`src/hw/ubg_pkg.sv`:
```
// Purpose: Shared constants and types of the baud generator with LIN sync
// Assumes: One clock MCLK at 200 MHz, APB register access
// Notes: Offsets are byte addresses of 32-bit words
`default_nettype none

package ubg_pkg;

    // ------------------------------------------------------------
    // Register map
    // ------------------------------------------------------------
    localparam int ADDR_W = 8;
    localparam logic [7:0] OFS_BAUD_CTRL = 8'h00;
    localparam logic [7:0] OFS_RELOAD = 8'h04;
    localparam logic [7:0] OFS_FRAC_CTRL = 8'h08;
    localparam logic [7:0] OFS_STEP = 8'h0c;
    localparam logic [7:0] OFS_SYNC_STAT = 8'h10;
    localparam logic [7:0] OFS_MEAS = 8'h14;

    // ------------------------------------------------------------
    // Field positions
    // ------------------------------------------------------------
    localparam int BC_RUN = 0;
    localparam int BC_PRE_LO = 1;
    localparam int BC_PRE_HI = 3;
    localparam int BC_AUTO = 4;
    localparam int FC_ON = 0;
    localparam int FC_MODE = 1;
    localparam int SS_SYNCED = 0;
    localparam int SS_STATE_LO = 8;
    localparam int SS_STATE_HI = 13;

    // ------------------------------------------------------------
    // Reset values
    // ------------------------------------------------------------
    localparam logic [7:0] RST_BAUD_CTRL = 8'h00;
    localparam logic [7:0] RST_RELOAD = 8'h00;
    localparam logic [7:0] RST_FRAC_CTRL = 8'h00;
    localparam logic [7:0] RST_STEP = 8'h00;

    // ------------------------------------------------------------
    // Timing
    // ------------------------------------------------------------
    localparam int CLK_PERIOD_PS = 5000;
    // Thirteen bit times at the fastest LIN rate of 57.6 kBd
    localparam int BRK_MIN_NS = 225695;
    localparam int BRK_MIN_CYC =
        (BRK_MIN_NS * 1000 + CLK_PERIOD_PS - 1) / CLK_PERIOD_PS;
    localparam int BRK_CNT_W = 24;
    localparam int MEAS_W = 22;
    // Falling edges of the 0x55 synch byte, spanning eight bit times
    localparam logic [2:0] SYNC_FALL_EDGES = 3'h5;
    // Eight bits times sixteen oversampling
    localparam int MEAS_SHIFT = 7;

    typedef enum logic [5:0] {
        LS_IDLE = 6'b000001,
        LS_ARM = 6'b000010,
        LS_BREAK = 6'b000100,
        LS_SYNC = 6'b001000,
        LS_ADOPT = 6'b010000,
        LS_FRAME = 6'b100000
    } ubg_lin_state_t;

endpackage

`default_nettype wire

```
`src/hw/ubg_top.sv`:
```
// Purpose: Baud-rate generator with prescaler, fractional divider, 8-bit
//          reload timer, APB registers and LIN automatic baud sync
// Assumes: MCLK 200 MHz, NRST synchronous active low, RXD asynchronous
// Notes: BAUD_PULSE is the clock pulse to the serial channel
//
// The placing of the registers and the APB interface to the registers were decided locally.
`default_nettype none

module ubg_top #(
    parameter int BRK_MIN_CYC = ubg_pkg::BRK_MIN_CYC
) (
    input wire logic MCLK,
    input wire logic NRST,
    input wire logic PSEL,
    input wire logic PENABLE,
    input wire logic PWRITE,
    input wire logic [ubg_pkg::ADDR_W-1:0] PADDR,
    input wire logic [31:0] PWDATA,
    output logic [31:0] PRDATA,
    output logic PREADY,
    output logic PSLVERR,
    input wire logic RXD,
    output logic BAUD_PULSE,
    output logic NORMAL_DIV_PULSE,
    output logic FRAME_SYNC
);
    import ubg_pkg::*;

    // ------------------------------------------------------------
    // State
    // ------------------------------------------------------------
    typedef struct packed {
        logic rx_m;
        logic rx_s;
        logic [6:0] pre_cnt;
        logic [7:0] baud_cnt;
        logic baud_pulse;
        logic div_pulse;
        logic frame_sync;
        logic run;
        logic [2:0] pre_exp;
        logic auto_en;
        logic [7:0] reload;
        logic fd_on;
        logic fd_mode;
        logic [7:0] step;
        logic synced;
        logic [31:0] prdata;
        logic slverr;
    } ubg_top_st_t;

    ubg_top_st_t st_r;
    ubg_top_st_t st_nxt;

    logic pre_tick;
    logic frac_tick;
    logic norm_tick;
    logic timer_clk;
    logic timer_run;
    logic underflow;
    logic lin_adopt;
    logic lin_frame;
    logic [MEAS_W-1:0] lin_meas;
    ubg_lin_state_t lin_state;
    logic setup_ph;
    logic wr_acc;
    logic [31:0] rd_val;
    logic rd_hit;

    // ------------------------------------------------------------
    // Functions
    // ------------------------------------------------------------
    function automatic logic [6:0] pre_mask(input logic [2:0] e);
        logic [7:0] m;
        m = (8'h01 << e) - 8'h01;
        return m[6:0];
    endfunction

    // Reload that reproduces a sixteenth of the measured bit time via prescaler only
    function automatic logic [7:0] calc_reload(
        input logic [MEAS_W-1:0] m,
        input logic [2:0] e
    );
        logic [MEAS_W-1:0] per;
        per = m >> (MEAS_SHIFT + int'(e));
        if (per > MEAS_W'(256)) begin
            return 8'hff;
        end
        if (per < MEAS_W'(2)) begin
            // Keep factor times reload-plus-one above one
            return (e == 3'h0) ? 8'h01 : 8'h00;
        end
        return 8'(per - MEAS_W'(1));
    endfunction

    function automatic logic addr_known(input logic [ADDR_W-1:0] a);
        return (a == OFS_BAUD_CTRL) || (a == OFS_RELOAD) ||
               (a == OFS_FRAC_CTRL) || (a == OFS_STEP) ||
               (a == OFS_SYNC_STAT) || (a == OFS_MEAS);
    endfunction

    // ------------------------------------------------------------
    // Submodules
    // ------------------------------------------------------------
    ubg_frac_div u_frac (
        .clk(MCLK),
        .rst_n(NRST),
        .tick_in(pre_tick),
        .enable(st_r.fd_on),
        .mode(st_r.fd_mode),
        .step(st_r.step),
        .frac_tick(frac_tick),
        .norm_tick(norm_tick)
    );

    ubg_lin_sync #(
        .BRK_MIN(BRK_MIN_CYC)
    ) u_lin (
        .clk(MCLK),
        .rst_n(NRST),
        .enable(st_r.auto_en),
        .rx(st_r.rx_s),
        .adopt(lin_adopt),
        .frame_start(lin_frame),
        .meas(lin_meas),
        .state(lin_state)
    );

    // ------------------------------------------------------------
    // Clock chain decode
    // ------------------------------------------------------------
    // Prescaler tick every 2^exp input clocks
    assign pre_tick = (st_r.pre_cnt >= pre_mask(st_r.pre_exp));
    assign timer_clk = st_r.fd_on ? frac_tick : pre_tick;
    // Normal divider mode freezes the timer regardless of run
    assign timer_run = st_r.run && !(st_r.fd_on && st_r.fd_mode);
    assign underflow = timer_run && timer_clk &&
                       (st_r.baud_cnt == 8'h00);

    // ------------------------------------------------------------
    // APB decode
    // ------------------------------------------------------------
    assign setup_ph = PSEL && !PENABLE;
    assign wr_acc = PSEL && PENABLE && PWRITE;
    assign PREADY = 1'b1;
    assign PRDATA = st_r.prdata;
    assign PSLVERR = st_r.slverr && PSEL && PENABLE;

    always_comb begin
        rd_val = 32'h00000000;
        rd_hit = addr_known(PADDR);
        if (PADDR == OFS_BAUD_CTRL) begin
            rd_val[BC_RUN] = st_r.run;
            rd_val[BC_PRE_HI:BC_PRE_LO] = st_r.pre_exp;
            rd_val[BC_AUTO] = st_r.auto_en;
        end else if (PADDR == OFS_RELOAD) begin
            rd_val[7:0] = st_r.reload;
        end else if (PADDR == OFS_FRAC_CTRL) begin
            rd_val[FC_ON] = st_r.fd_on;
            rd_val[FC_MODE] = st_r.fd_mode;
        end else if (PADDR == OFS_STEP) begin
            rd_val[7:0] = st_r.step;
        end else if (PADDR == OFS_SYNC_STAT) begin
            rd_val[SS_SYNCED] = st_r.synced;
            rd_val[SS_STATE_HI:SS_STATE_LO] = lin_state;
        end else if (PADDR == OFS_MEAS) begin
            rd_val[MEAS_W-1:0] = lin_meas;
        end
    end

    // ------------------------------------------------------------
    // Next state
    // ------------------------------------------------------------
    always_comb begin
        st_nxt = st_r;
        st_nxt.rx_m = RXD;
        st_nxt.rx_s = st_r.rx_m;

        st_nxt.pre_cnt = pre_tick ? 7'h00 : st_r.pre_cnt + 7'h01;

        // Down counter; holds whenever not running, except when a LIN adopt loads it
        if (timer_run && timer_clk) begin
            if (st_r.baud_cnt == 8'h00) begin
                st_nxt.baud_cnt = st_r.reload;
            end else begin
                st_nxt.baud_cnt = st_r.baud_cnt - 8'h01;
            end
        end

        // Pulse at most every second clock: caps rate at clock/2
        st_nxt.baud_pulse = underflow && !st_r.baud_pulse;
        st_nxt.div_pulse = norm_tick;
        st_nxt.frame_sync = lin_frame;

        // Register reads captured in the setup phase
        if (setup_ph) begin
            st_nxt.prdata = PWRITE ? 32'h00000000 : rd_val;
            st_nxt.slverr = !rd_hit;
        end

        if (wr_acc) begin
            if (PADDR == OFS_BAUD_CTRL) begin
                st_nxt.run = PWDATA[BC_RUN];
                st_nxt.pre_exp = PWDATA[BC_PRE_HI:BC_PRE_LO];
                st_nxt.auto_en = PWDATA[BC_AUTO];
            end else if (PADDR == OFS_RELOAD) begin
                st_nxt.reload = PWDATA[7:0];
            end else if (PADDR == OFS_FRAC_CTRL) begin
                st_nxt.fd_on = PWDATA[FC_ON];
                st_nxt.fd_mode = PWDATA[FC_MODE];
            end else if (PADDR == OFS_STEP) begin
                st_nxt.step = PWDATA[7:0];
            end else if (PADDR == OFS_SYNC_STAT) begin
                if (PWDATA[SS_SYNCED]) begin
                    st_nxt.synced = 1'b0;
                end
            end
        end

        // Adopt host rate; hardware wins over a same-cycle write
        if (lin_adopt) begin
            st_nxt.reload = calc_reload(lin_meas, st_r.pre_exp);
            st_nxt.baud_cnt = calc_reload(lin_meas, st_r.pre_exp);
            st_nxt.synced = 1'b1;
        end
    end

    // ------------------------------------------------------------
    // Registers
    // ------------------------------------------------------------
    always_ff @(posedge MCLK) begin
        if (!NRST) begin
            st_r <= '0;
            st_r.rx_m <= 1'b1;
            st_r.rx_s <= 1'b1;
            st_r.run <= RST_BAUD_CTRL[BC_RUN];
            st_r.pre_exp <= RST_BAUD_CTRL[BC_PRE_HI:BC_PRE_LO];
            st_r.auto_en <= RST_BAUD_CTRL[BC_AUTO];
            st_r.reload <= RST_RELOAD;
            st_r.fd_on <= RST_FRAC_CTRL[FC_ON];
            st_r.fd_mode <= RST_FRAC_CTRL[FC_MODE];
            st_r.step <= RST_STEP;
        end else begin
            st_r <= st_nxt;
        end
    end

    // ------------------------------------------------------------
    // Outputs
    // ------------------------------------------------------------
    assign BAUD_PULSE = st_r.baud_pulse;
    assign NORMAL_DIV_PULSE = st_r.div_pulse;
    assign FRAME_SYNC = st_r.frame_sync;

endmodule

`default_nettype wire

```
`src/hw/ubg_frac_div.sv`:
```
// Purpose: Fractional divider in front of the baud timer
// Assumes: tick_in is a one-cycle pulse from the prescaler
// Notes: Normal divider mode counts up from step to 0xff
`default_nettype none

module ubg_frac_div (
    input wire logic clk,
    input wire logic rst_n,
    input wire logic tick_in,
    input wire logic enable,
    input wire logic mode,
    input wire logic [7:0] step,
    output logic frac_tick,
    output logic norm_tick
);
    import ubg_pkg::*;

    typedef struct packed {
        logic [7:0] acc;
        logic [7:0] cnt;
    } ubg_fd_st_t;

    ubg_fd_st_t st_r;
    ubg_fd_st_t st_nxt;
    logic [8:0] sum;

    always_comb begin
        st_nxt = st_r;
        sum = {1'b0, st_r.acc} + {1'b0, step};
        frac_tick = 1'b0;
        norm_tick = 1'b0;
        if (enable && tick_in) begin
            if (!mode) begin
                // Carry rate is step/256 of the input rate
                st_nxt.acc = sum[7:0];
                frac_tick = sum[8];
            end else if (st_r.cnt == 8'hff) begin
                st_nxt.cnt = step;
                norm_tick = 1'b1;
            end else begin
                st_nxt.cnt = st_r.cnt + 8'h01;
            end
        end
    end

    always_ff @(posedge clk) begin
        if (!rst_n) begin
            st_r <= '0;
        end else begin
            st_r <= st_nxt;
        end
    end

endmodule

`default_nettype wire

```
`src/hw/ubg_lin_sync.sv`:
```
// Purpose: LIN header watcher measuring break and synch byte
// Assumes: rx is already synchronised to clk
// Notes: Returns to arming after every header
`default_nettype none

module ubg_lin_sync #(
    parameter int BRK_MIN = 45139
) (
    input wire logic clk,
    input wire logic rst_n,
    input wire logic enable,
    input wire logic rx,
    output logic adopt,
    output logic frame_start,
    output logic [ubg_pkg::MEAS_W-1:0] meas,
    output ubg_pkg::ubg_lin_state_t state
);
    import ubg_pkg::*;

    typedef struct packed {
        ubg_lin_state_t state;
        logic [BRK_CNT_W-1:0] low_cnt;
        logic [MEAS_W-1:0] meas;
        logic [2:0] edges;
        logic prev_rx;
    } ubg_ls_st_t;

    ubg_ls_st_t st_r;
    ubg_ls_st_t st_nxt;
    logic fall;

    assign adopt = (st_r.state == LS_ADOPT);
    assign frame_start = (st_r.state == LS_FRAME);
    assign meas = st_r.meas;
    assign state = st_r.state;

    always_comb begin
        st_nxt = st_r;
        st_nxt.prev_rx = rx;
        fall = st_r.prev_rx && !rx;
        unique case (st_r.state)
            LS_IDLE: begin
                if (enable) begin
                    st_nxt.state = LS_ARM;
                end
            end
            LS_ARM: begin
                // Prepare reception and the measurement timer
                st_nxt.low_cnt = '0;
                st_nxt.edges = 3'h0;
                if (!rx) begin
                    st_nxt.state = LS_BREAK;
                end
            end
            LS_BREAK: begin
                if (!rx) begin
                    if (st_r.low_cnt != {BRK_CNT_W{1'b1}}) begin
                        st_nxt.low_cnt = st_r.low_cnt + 1'b1;
                    end
                end else if (st_r.low_cnt >= BRK_CNT_W'(BRK_MIN - 1)) begin
                    st_nxt.state = LS_SYNC;
                end else begin
                    // Too short: ordinary character, not a break
                    st_nxt.state = LS_ARM;
                end
            end
            LS_SYNC: begin
                if (st_r.edges != 3'h0) begin
                    st_nxt.meas = st_r.meas + 1'b1;
                end
                if (fall) begin
                    st_nxt.edges = st_r.edges + 3'h1;
                    if (st_r.edges == 3'h0) begin
                        st_nxt.meas = '0;
                    end
                    if (st_r.edges + 3'h1 == SYNC_FALL_EDGES) begin
                        st_nxt.state = LS_ADOPT;
                    end
                end else if (st_r.meas == {MEAS_W{1'b1}}) begin
                    st_nxt.state = LS_ARM;
                end
            end
            LS_ADOPT: begin
                st_nxt.state = LS_FRAME;
            end
            LS_FRAME: begin
                // Next header is measured afresh
                st_nxt.state = LS_ARM;
            end
        endcase
        if (!enable) begin
            st_nxt.state = LS_IDLE;
        end
    end

    always_ff @(posedge clk) begin
        if (!rst_n) begin
            st_r <= '{state: LS_IDLE, low_cnt: '0, meas: '0,
                      edges: 3'h0, prev_rx: 1'b1};
        end else begin
            st_r <= st_nxt;
        end
    end

endmodule

`default_nettype wire

```
`config.mk`:
```
export PLATFORM = sky130hd
export DESIGN_NAME = ubg_top
export DESIGN_NICKNAME = d
export VERILOG_FILES = /design/src/hw/ubg_pkg.sv /design/src/hw/ubg_top.sv /design/src/hw/ubg_frac_div.sv /design/src/hw/ubg_lin_sync.sv
export SDC_FILE = /design/constraint.sdc
export NUM_CORES = 1
export LEC_CHECK = 0
export ABC_AREA = 1
export BUFFER_PORTS_ARGS = -buffer_cell sky130_fd_sc_hd__buf_2
export CORE_ASPECT_RATIO = 1.25
export CORE_MARGIN = 4
export CORE_UTILIZATION = 40
export DETAILED_ROUTE_END_ITERATION = 6
export PLACE_DENSITY_LB_ADDON = 0.08
export SYNTH_ARGS = -nofsm -noshare
export SYNTH_HDL_FRONTEND = slang
export SYNTH_SLANG_ARGS = --single-unit
```
`constraint.sdc`:
```
create_clock -name MCLK -period 3.3 [get_ports MCLK]
set_clock_uncertainty 0.2 [all_clocks]
set_input_delay 0.66 -clock MCLK [delete_from_list [all_inputs] [get_ports MCLK]]
set_output_delay 0.66 -clock MCLK [all_outputs]
set_load 0.01 [all_outputs]
```
=== Word-level counts from Yosys, hierarchy flattened ===
Index checks and enable logic that the tools add are counted.

* Bits in registers: 149
* Latch bits: 0
* Memory bits (writable): 0
* ROM bits: 0
* Input port bits: 46
* Output and inout bits: 37
* Word-level logic and storage cells: 182
* Memories kept: 0

* Add/subtract/negate cells: 10
* Multipliers: 0
* Divide/modulo/power cells: 0
* Magnitude comparators: 4
* Equal/unequal tests: 26
* Shift-type cells: 2
* Multiplexer cells: 63
* Bitwise operators: 5
* Reductions and logical operators: 48

{| class="wikitable"
|+ Operators by type and width
! cell !! number
|-
| 22-bit 2-to-1 mux || 9
|-
| 8-bit 2-to-1 mux || 14
|-
| 24-bit 2-to-1 mux || 2
|-
| 24-bit one-hot mux with 2 select lines || 1
|-
| 19-bit 2-to-1 mux || 2
|-
| 6-bit 2-to-1 mux || 6
|-
| 6-bit one-hot mux with 5 select lines || 1
|-
| 14-bit 2-to-1 mux || 2
|-
| 25-bit 2-to-1 mux || 1
|-
| 24-bit by 1-bit adder with 24-bit output, second input constant || 1
|-
| 24-bit by 16-bit greater-or-equal comparator with 1-bit output, second input constant || 1
|-
| 24-bit != test, second input constant || 1
|-
| 22-bit by 1-bit adder with 22-bit output, second input constant || 1
|-
| 22-bit == test, second input constant || 1
|-
| 22-bit by 9-bit > comparator with 1-bit output, second input constant || 1
|-
| 22-bit by 2-bit less-than comparator with 1-bit output, second input constant || 1
|-
| 22-bit by 4-bit >> shifter with 22-bit output || 1
|-
| 20-bit 2-to-1 mux || 1
|-
| 17-bit 2-to-1 mux || 1
|-
| 8-bit by 4-bit == test with 1-bit output, second input constant || 2
|-
| 8-bit by 5-bit == test with 1-bit output, second input constant || 2
|-
| 8-bit logical NOT || 2
|-
| 8-bit by 1-bit subtractor with 8-bit output, second input constant || 2
|-
| 1-bit 2-to-1 mux || 15
|-
| 41 further kinds || 87
|}

=== Depth between registers and ports, before layout ===
* Depth in word-level cells: 13
* Mapped depth: 21
* Gate-level depth less buffers: 19

=== Modules after synthesis ===
From an unflattened synthesis, not the netlist that was laid out.

* Cell total of the unflattened synthesis: 1469
* Area total of the unflattened synthesis: 9504.1 um^2

{| class="wikitable"
|+ Modules (own cells, without submodules)
! module !! times used !! cells an instance !! area an instance (um^2) !! sequential area each (um^2)
|-
| ubg_top || 1 || 704 || 4590.7 || 1341.3
|-
| ubg_lin_sync || 1 || 580 || 3632.2 || 1121.1
|-
| ubg_frac_div || 1 || 185 || 1281.2 || 320.3
|}

=== Worst setup path before layout ===
No wires, ideal clock.

* Path type: register to register
* Start point: register st_r[55] (netlist name)
* End point: register st_r[63] (netlist name)
* Library setup time: 0.056 ns
* Arrival: 2.304 ns
* Data required time: 3.044 ns
* Slack: 0.740 ns
* Stages on the path, launching flop included: 16
* Buffers on the path: 2
* Period minus slack after synthesis: 2.560 ns
* Cell sequence: dfxtp_1 > clkbuf_1 > o21ai_0 > ha_1 > nand2_1 > nor3b_1 > nand3_1 > nand3_1 > a21boi_0 > nand2_1 > nand2_1 > buf_2 > o21ai_0 > inv_1 > nand2_1 > inv_1

* Word-level cells in the longest chain between the ends: 9
* Elaborated cells between the ends (all ways): 22
* Classes of those cells: add/sub: 3; order compare: 3; shift: 2; mux: 11; reduce/logical: 3

{| class="wikitable"
|+ RTL lines
! what !! RTL line !! source
|-
| start, declared || ubg_top.sv:52 || <nowiki>ubg_top_st_t st_r;</nowiki>
|-
| start signal, assigned || ubg_top.sv:244 || <nowiki>st_r <= st_nxt;</nowiki>
|-
| 3-bit by 3-bit adder with 4-bit output || ubg_top.sv:85 || <nowiki>per = m >> (MEAS_SHIFT + int'(e));</nowiki>
|-
| 22-bit by 4-bit >> shifter with 22-bit output || ubg_top.sv:85 ||
|-
| 22-bit by 2-bit less-than comparator with 1-bit output || ubg_top.sv:89 || <nowiki>if (per < MEAS_W'(2)) begin</nowiki>
|-
| 1-bit 2-to-1 mux (2 in series) || ubg_top.sv:89 ||
|-
| 1-bit 2-to-1 mux || ubg_top.sv:221 || <nowiki>if (lin_adopt) begin</nowiki>
|-
| 8-bit 2-to-1 mux || ubg_top.sv:93 || <nowiki>return 8'(per - MEAS_W'(1));</nowiki>
|-
| 8-bit 2-to-1 mux || ubg_top.sv:89 ||
|-
| 8-bit 2-to-1 mux || ubg_top.sv:221 ||
|}

Several ways; a longest one is shown, not always the timed one. The select of a mux whose other input is x is not followed.
A chain may end at the register's enable or synchronous reset.

=== Final worst setup path ===
* Start point: register st_r[53] (netlist name)
* End point: register st_r[63] (netlist name)

The elaborated chain is that of the path after synthesis.

==> results.py <==
metrics = {
    "setup_path": {
        "timing.critical_path.mode_cell": "nand2_1",
        "end_kind": "register",
        "crit_path_max_incr_delay_ns": 0.53,
        "path_max_fanout": 11,
        "path_class": "reg2reg",
        "cp_cell_sequence": "o21ai_0 > ha_1 > nand2_1 > nor3b_1 > nand3_1 > nand3_1 > a21boi_0 > nand2_1 > nand2_1 > o21ai_0 > inv_1 > nand2_1 > inv_1",
        "critPathRequiredTime_ns": 3.47,
        "r2r_slack_ns": 0.46,
        "cp.arrival_ns": 3.01,
        "reg2reg_from": "st_r[53]$_SDFFE_PN0P_",
        "rr_worst_depth": 13,
        "critical-path-slowest-cell": "dfxtp_1",
        "rr_endpoint": "st_r[63]$_SDFFE_PN0P_",
        "startpoint_type": "register",
    },
    "yosys": {
        "yosysTopAreaCellShare_pct": 31.7,
        "yosysUniqueCellTypes": 60,
        "synthArstFlopShare_pct": 0,
        "ys_seq_elements": 139,
        "ys.flop_type": "dfxtp_1",
        "synth_top_area_cell": "dfxtp_1",
        "synthesis.area_um2": 8790,
        "yosys_warnings": 0,
        "synth_edf_count": 0,
        "synth.area.top_cells": "dfxtp_1 (32%), nand2_1 (12%), inv_1 (6.8%), a21oi_1 (6.4%), nand3_1 (5.4%)",
        "syn_inst": 1313,
        "avgSynthCellArea_um2": 6.69,
        "seq_area_frac_synth_pct": 31.7,
    },
    "timing": {
        "period_minus_slack_ns": 2.84,
        "whs_ns": 0.218,
        "fmax_mhz": 352,
        "min_period_over_period_pct": 86.0,
        "slew-limit-headroom_pct": 40.7,
        "rsz0062_at_grt": "no",
        "setup_tns_ns": 0,
        "worst_slew_pin_slew_ns": 0.886,
        "hold_violations": 0,
        "finalSetupViolCount": 0,
        "drv_slew": 0,
    },
    "floorplanning": {
        "start_util_pct": 40.8,
        "fp.dieH_um": 174,
        "dieArea_um2": 24400,
        "die_x_um": 141,
        "row_count": 60,
        "coreArea_um2": 21500,
        "pin_count": 83,
    },
    "layout": {
        "final_core_util_pct": 44.4,
        "layout-drive-gt1-share_pct": 11.7,
        "syn_to_final_growth_pct": 8.79,
        "nets": 1403,
        "diodes": 0,
    },
    "grt": {
        "grt_usage_pct": 20.5,
        "grt_pass1_wl_um": 41000,
        "grt_pass1_vias": 8192,
        "grt_max_degree": 50,
        "overflow": 0,
        "antenna_found_initial": 0,
    },
    "place": {
        "portBuffers": 47,
        "place_hpwl_um": 18800,
        "place.gp.congestion": 0.902,
    },
    "power": {
        "peakVddDrop_mv": 0.356,
        "clkPwrFrac_pct": 50.0,
        "p_sw_uw": 879,
        "switching_share_pct": 24.7,
        "p_int_mw": 2.68,
        "seqPwrFrac_pct": 47.2,
        "p_leak_nw": 4.12,
        "powerDensity_nw_per_um2": 373,
        "p_comb_share_pct": 2.8,
    },
    "min_path": {
        "hold_path_depth": 2,
        "hp-class": "in2reg",
        "hold_path_end": "st_nxt[75]$_SDFF_PN1_",
        "hold_start": "RXD",
    },
    "routing": {
        "drc": 0,
        "dr.first_iter.drc_count": 385,
        "viasPerCell": 5.17,
        "drt_wl_total_um": 24700,
        "vias": 8368,
        "firstDrtPassIters": 5,
        "ant_nets": 0,
        "wl_per_cell_um": 15.3,
    },
    "clocking": {
        "post-cts-setup-buffer-count": 0,
        "cts_buffers": 17,
        "htreeDepth": 4,
        "clock-sinks": 139,
        "cts.clk_slew.worst_paths_ns": 0.07,
        "cts_tree": "done",
        "ctsHoldBuffers": 0,
        "clk_path_buf_depth": 2,
        "cts_root_buf": "clkbuf_16",
        "worst_skew_pair.late_latency_ns": 0.43,
        "ctsResizeCount": 0,
    },
    "job": {
        "cap_violations": 0,
    },
    "status": {
        "status": "finished, final reports clean",
    },
}
[cell usage after synthesis (4+ instances only)]
| library cell | instances |
|---|---|
| a211oi_1 | 7 |
| a21oi_1 | 112 |
| a21oi_2 | 13 |
| a31oi_1 | 6 |
| buf_2 | 8 |
| buf_4 | 36 |
| clkbuf_1 | 22 |
| dfxtp_1 | 139 |
| ha_1 | 28 |
| inv_1 | 158 |
| inv_2 | 9 |
| nand2_1 | 287 |
| nand2_2 | 16 |
| nand3_1 | 94 |
| nand3_2 | 6 |
| nand4_1 | 26 |
| nor2_1 | 113 |
| nor2_2 | 5 |
| nor3_1 | 38 |
| nor4_1 | 9 |
| o211ai_1 | 5 |
| o21ai_0 | 77 |
| o21ai_1 | 4 |
| o221ai_1 | 4 |
| o22ai_1 | 11 |
| xnor2_1 | 9 |
| xor2_1 | 17 |
[worst max path at each step]
stage	to	slack, ns	from	cells past startpoint
floorplan	st_r[63]$_SDFFE_PN0P_	0.74	st_r[55]$_SDFFE_PN0P_	15
global placement	PRDATA[21]$_SDFFE_PN0P_	0.30	PADDR[4]	11
detailed placement	PRDATA[16]$_SDFFE_PN0P_	0.26	PADDR[4]	11
CTS	st_r[63]$_SDFFE_PN0P_	0.46	st_r[53]$_SDFFE_PN0P_	13
global route	st_r[61]$_SDFFE_PN0P_	0.17	st_r[53]$_SDFFE_PN0P_	13
finish	st_r[63]$_SDFFE_PN0P_	0.46	st_r[53]$_SDFFE_PN0P_	13
[kinds of logic (layout without fill, tap and decap cells)]
| group | after synthesis | after routing | synth area share [%] |
|---|---|---|---|
| AOI/OAI and AO/OA | 262 | 262 | 17.2 |
| xor gates and xnor gates | 26 | 26 | 2.59 |
| adders and majority gates | 29 | 29 | 4.22 |
| buffers and inverters | 242 | 260 | 12.7 |
| DFF | 139 | 139 | 31.7 |
| other | 2 | 11 | 0.0855 |
| and+or+nand+nor | 613 | 613 | 31.6 |
[metrics by stage]
step                      area [um2]  cells  total power, mW  setup WS, ns
after detailed placement        9030   1588             1.82         0.258
final                           9560   1619             3.56         0.461
after global routing            9560   1619             3.67         0.174
after CTS                       9560   1619             3.60         0.465
after global placement          9030   1588             1.82         0.299
after floorplan                 8820   1322             1.79         0.740
[cells in the final DEF, fill, tap and decap left out, types with 17 or more instances in the layout]
cell	instances
nand3_1	94
nor3_1	38
a21oi_1	112
o21ai_0	77
inv_1	157
ha_1	28
clkbuf_16	17
buf_2	47
nand4_1	26
xor2_1	17
nand2_1	287
nor2_1	113
dfxtp_1	139
[sequential cells by signal (all words and copies together) (netlist names)]
name,flops
NORMAL_DIV_PULSE,1
u_lin.state,6
BAUD_PULSE,1
PRDATA,22
u_frac.st_r,16
st_r,41
FRAME_SYNC,1
u_lin.st_r,28
st_nxt,1
u_lin.meas,22
[routing by layer]
metal  wire length (um)  share of wire (%)  GRT usage (%)  vias up
met5                  0                  0              0        -
met3                740                3.0           3.01       47
met4                616                2.5           6.58        0
li1                   -                  -              -     4338
met1              11100                 45           25.4     3838
met2              12200                 49           36.2      145
[power groups by stage]
| stage | Combinational [mW] | Clock (mW) | Sequential, mW |
|---|---|---|---|
| finish | 0.0987 | 1.78 | 1.68 |
| global route | 0.111 | 1.88 | 1.68 |
| detailed placement | 0.0983 | 0 | 1.72 |
| global placement | 0.0987 | 0 | 1.72 |
| CTS | 0.0987 | 1.82 | 1.68 |
| floorplan | 0.0677 | 0 | 1.72 |
[layout make-up]
class | count | area [um2]
inverters | 169 | 642
multi-input cells | 941 | 4920
fillers | 2305 | 12000
flip-flops and latches | 139 | 2780
repair buffers | 60 | 333
clock inverters | 13 | 91.3
clock buffers | 18 | 439
well taps | 279 | 349
[worst max-delay path: cells and delay by family, from the launching register on]
kind            cells  cell delay (ns)
flops               1             0.53
simple gates        7             1.00
compound gates      3             0.61
fa+ha+maj           1             0.34
buf+inv             2             0.13
Note: power is estimated with default switching activity, not from simulation.
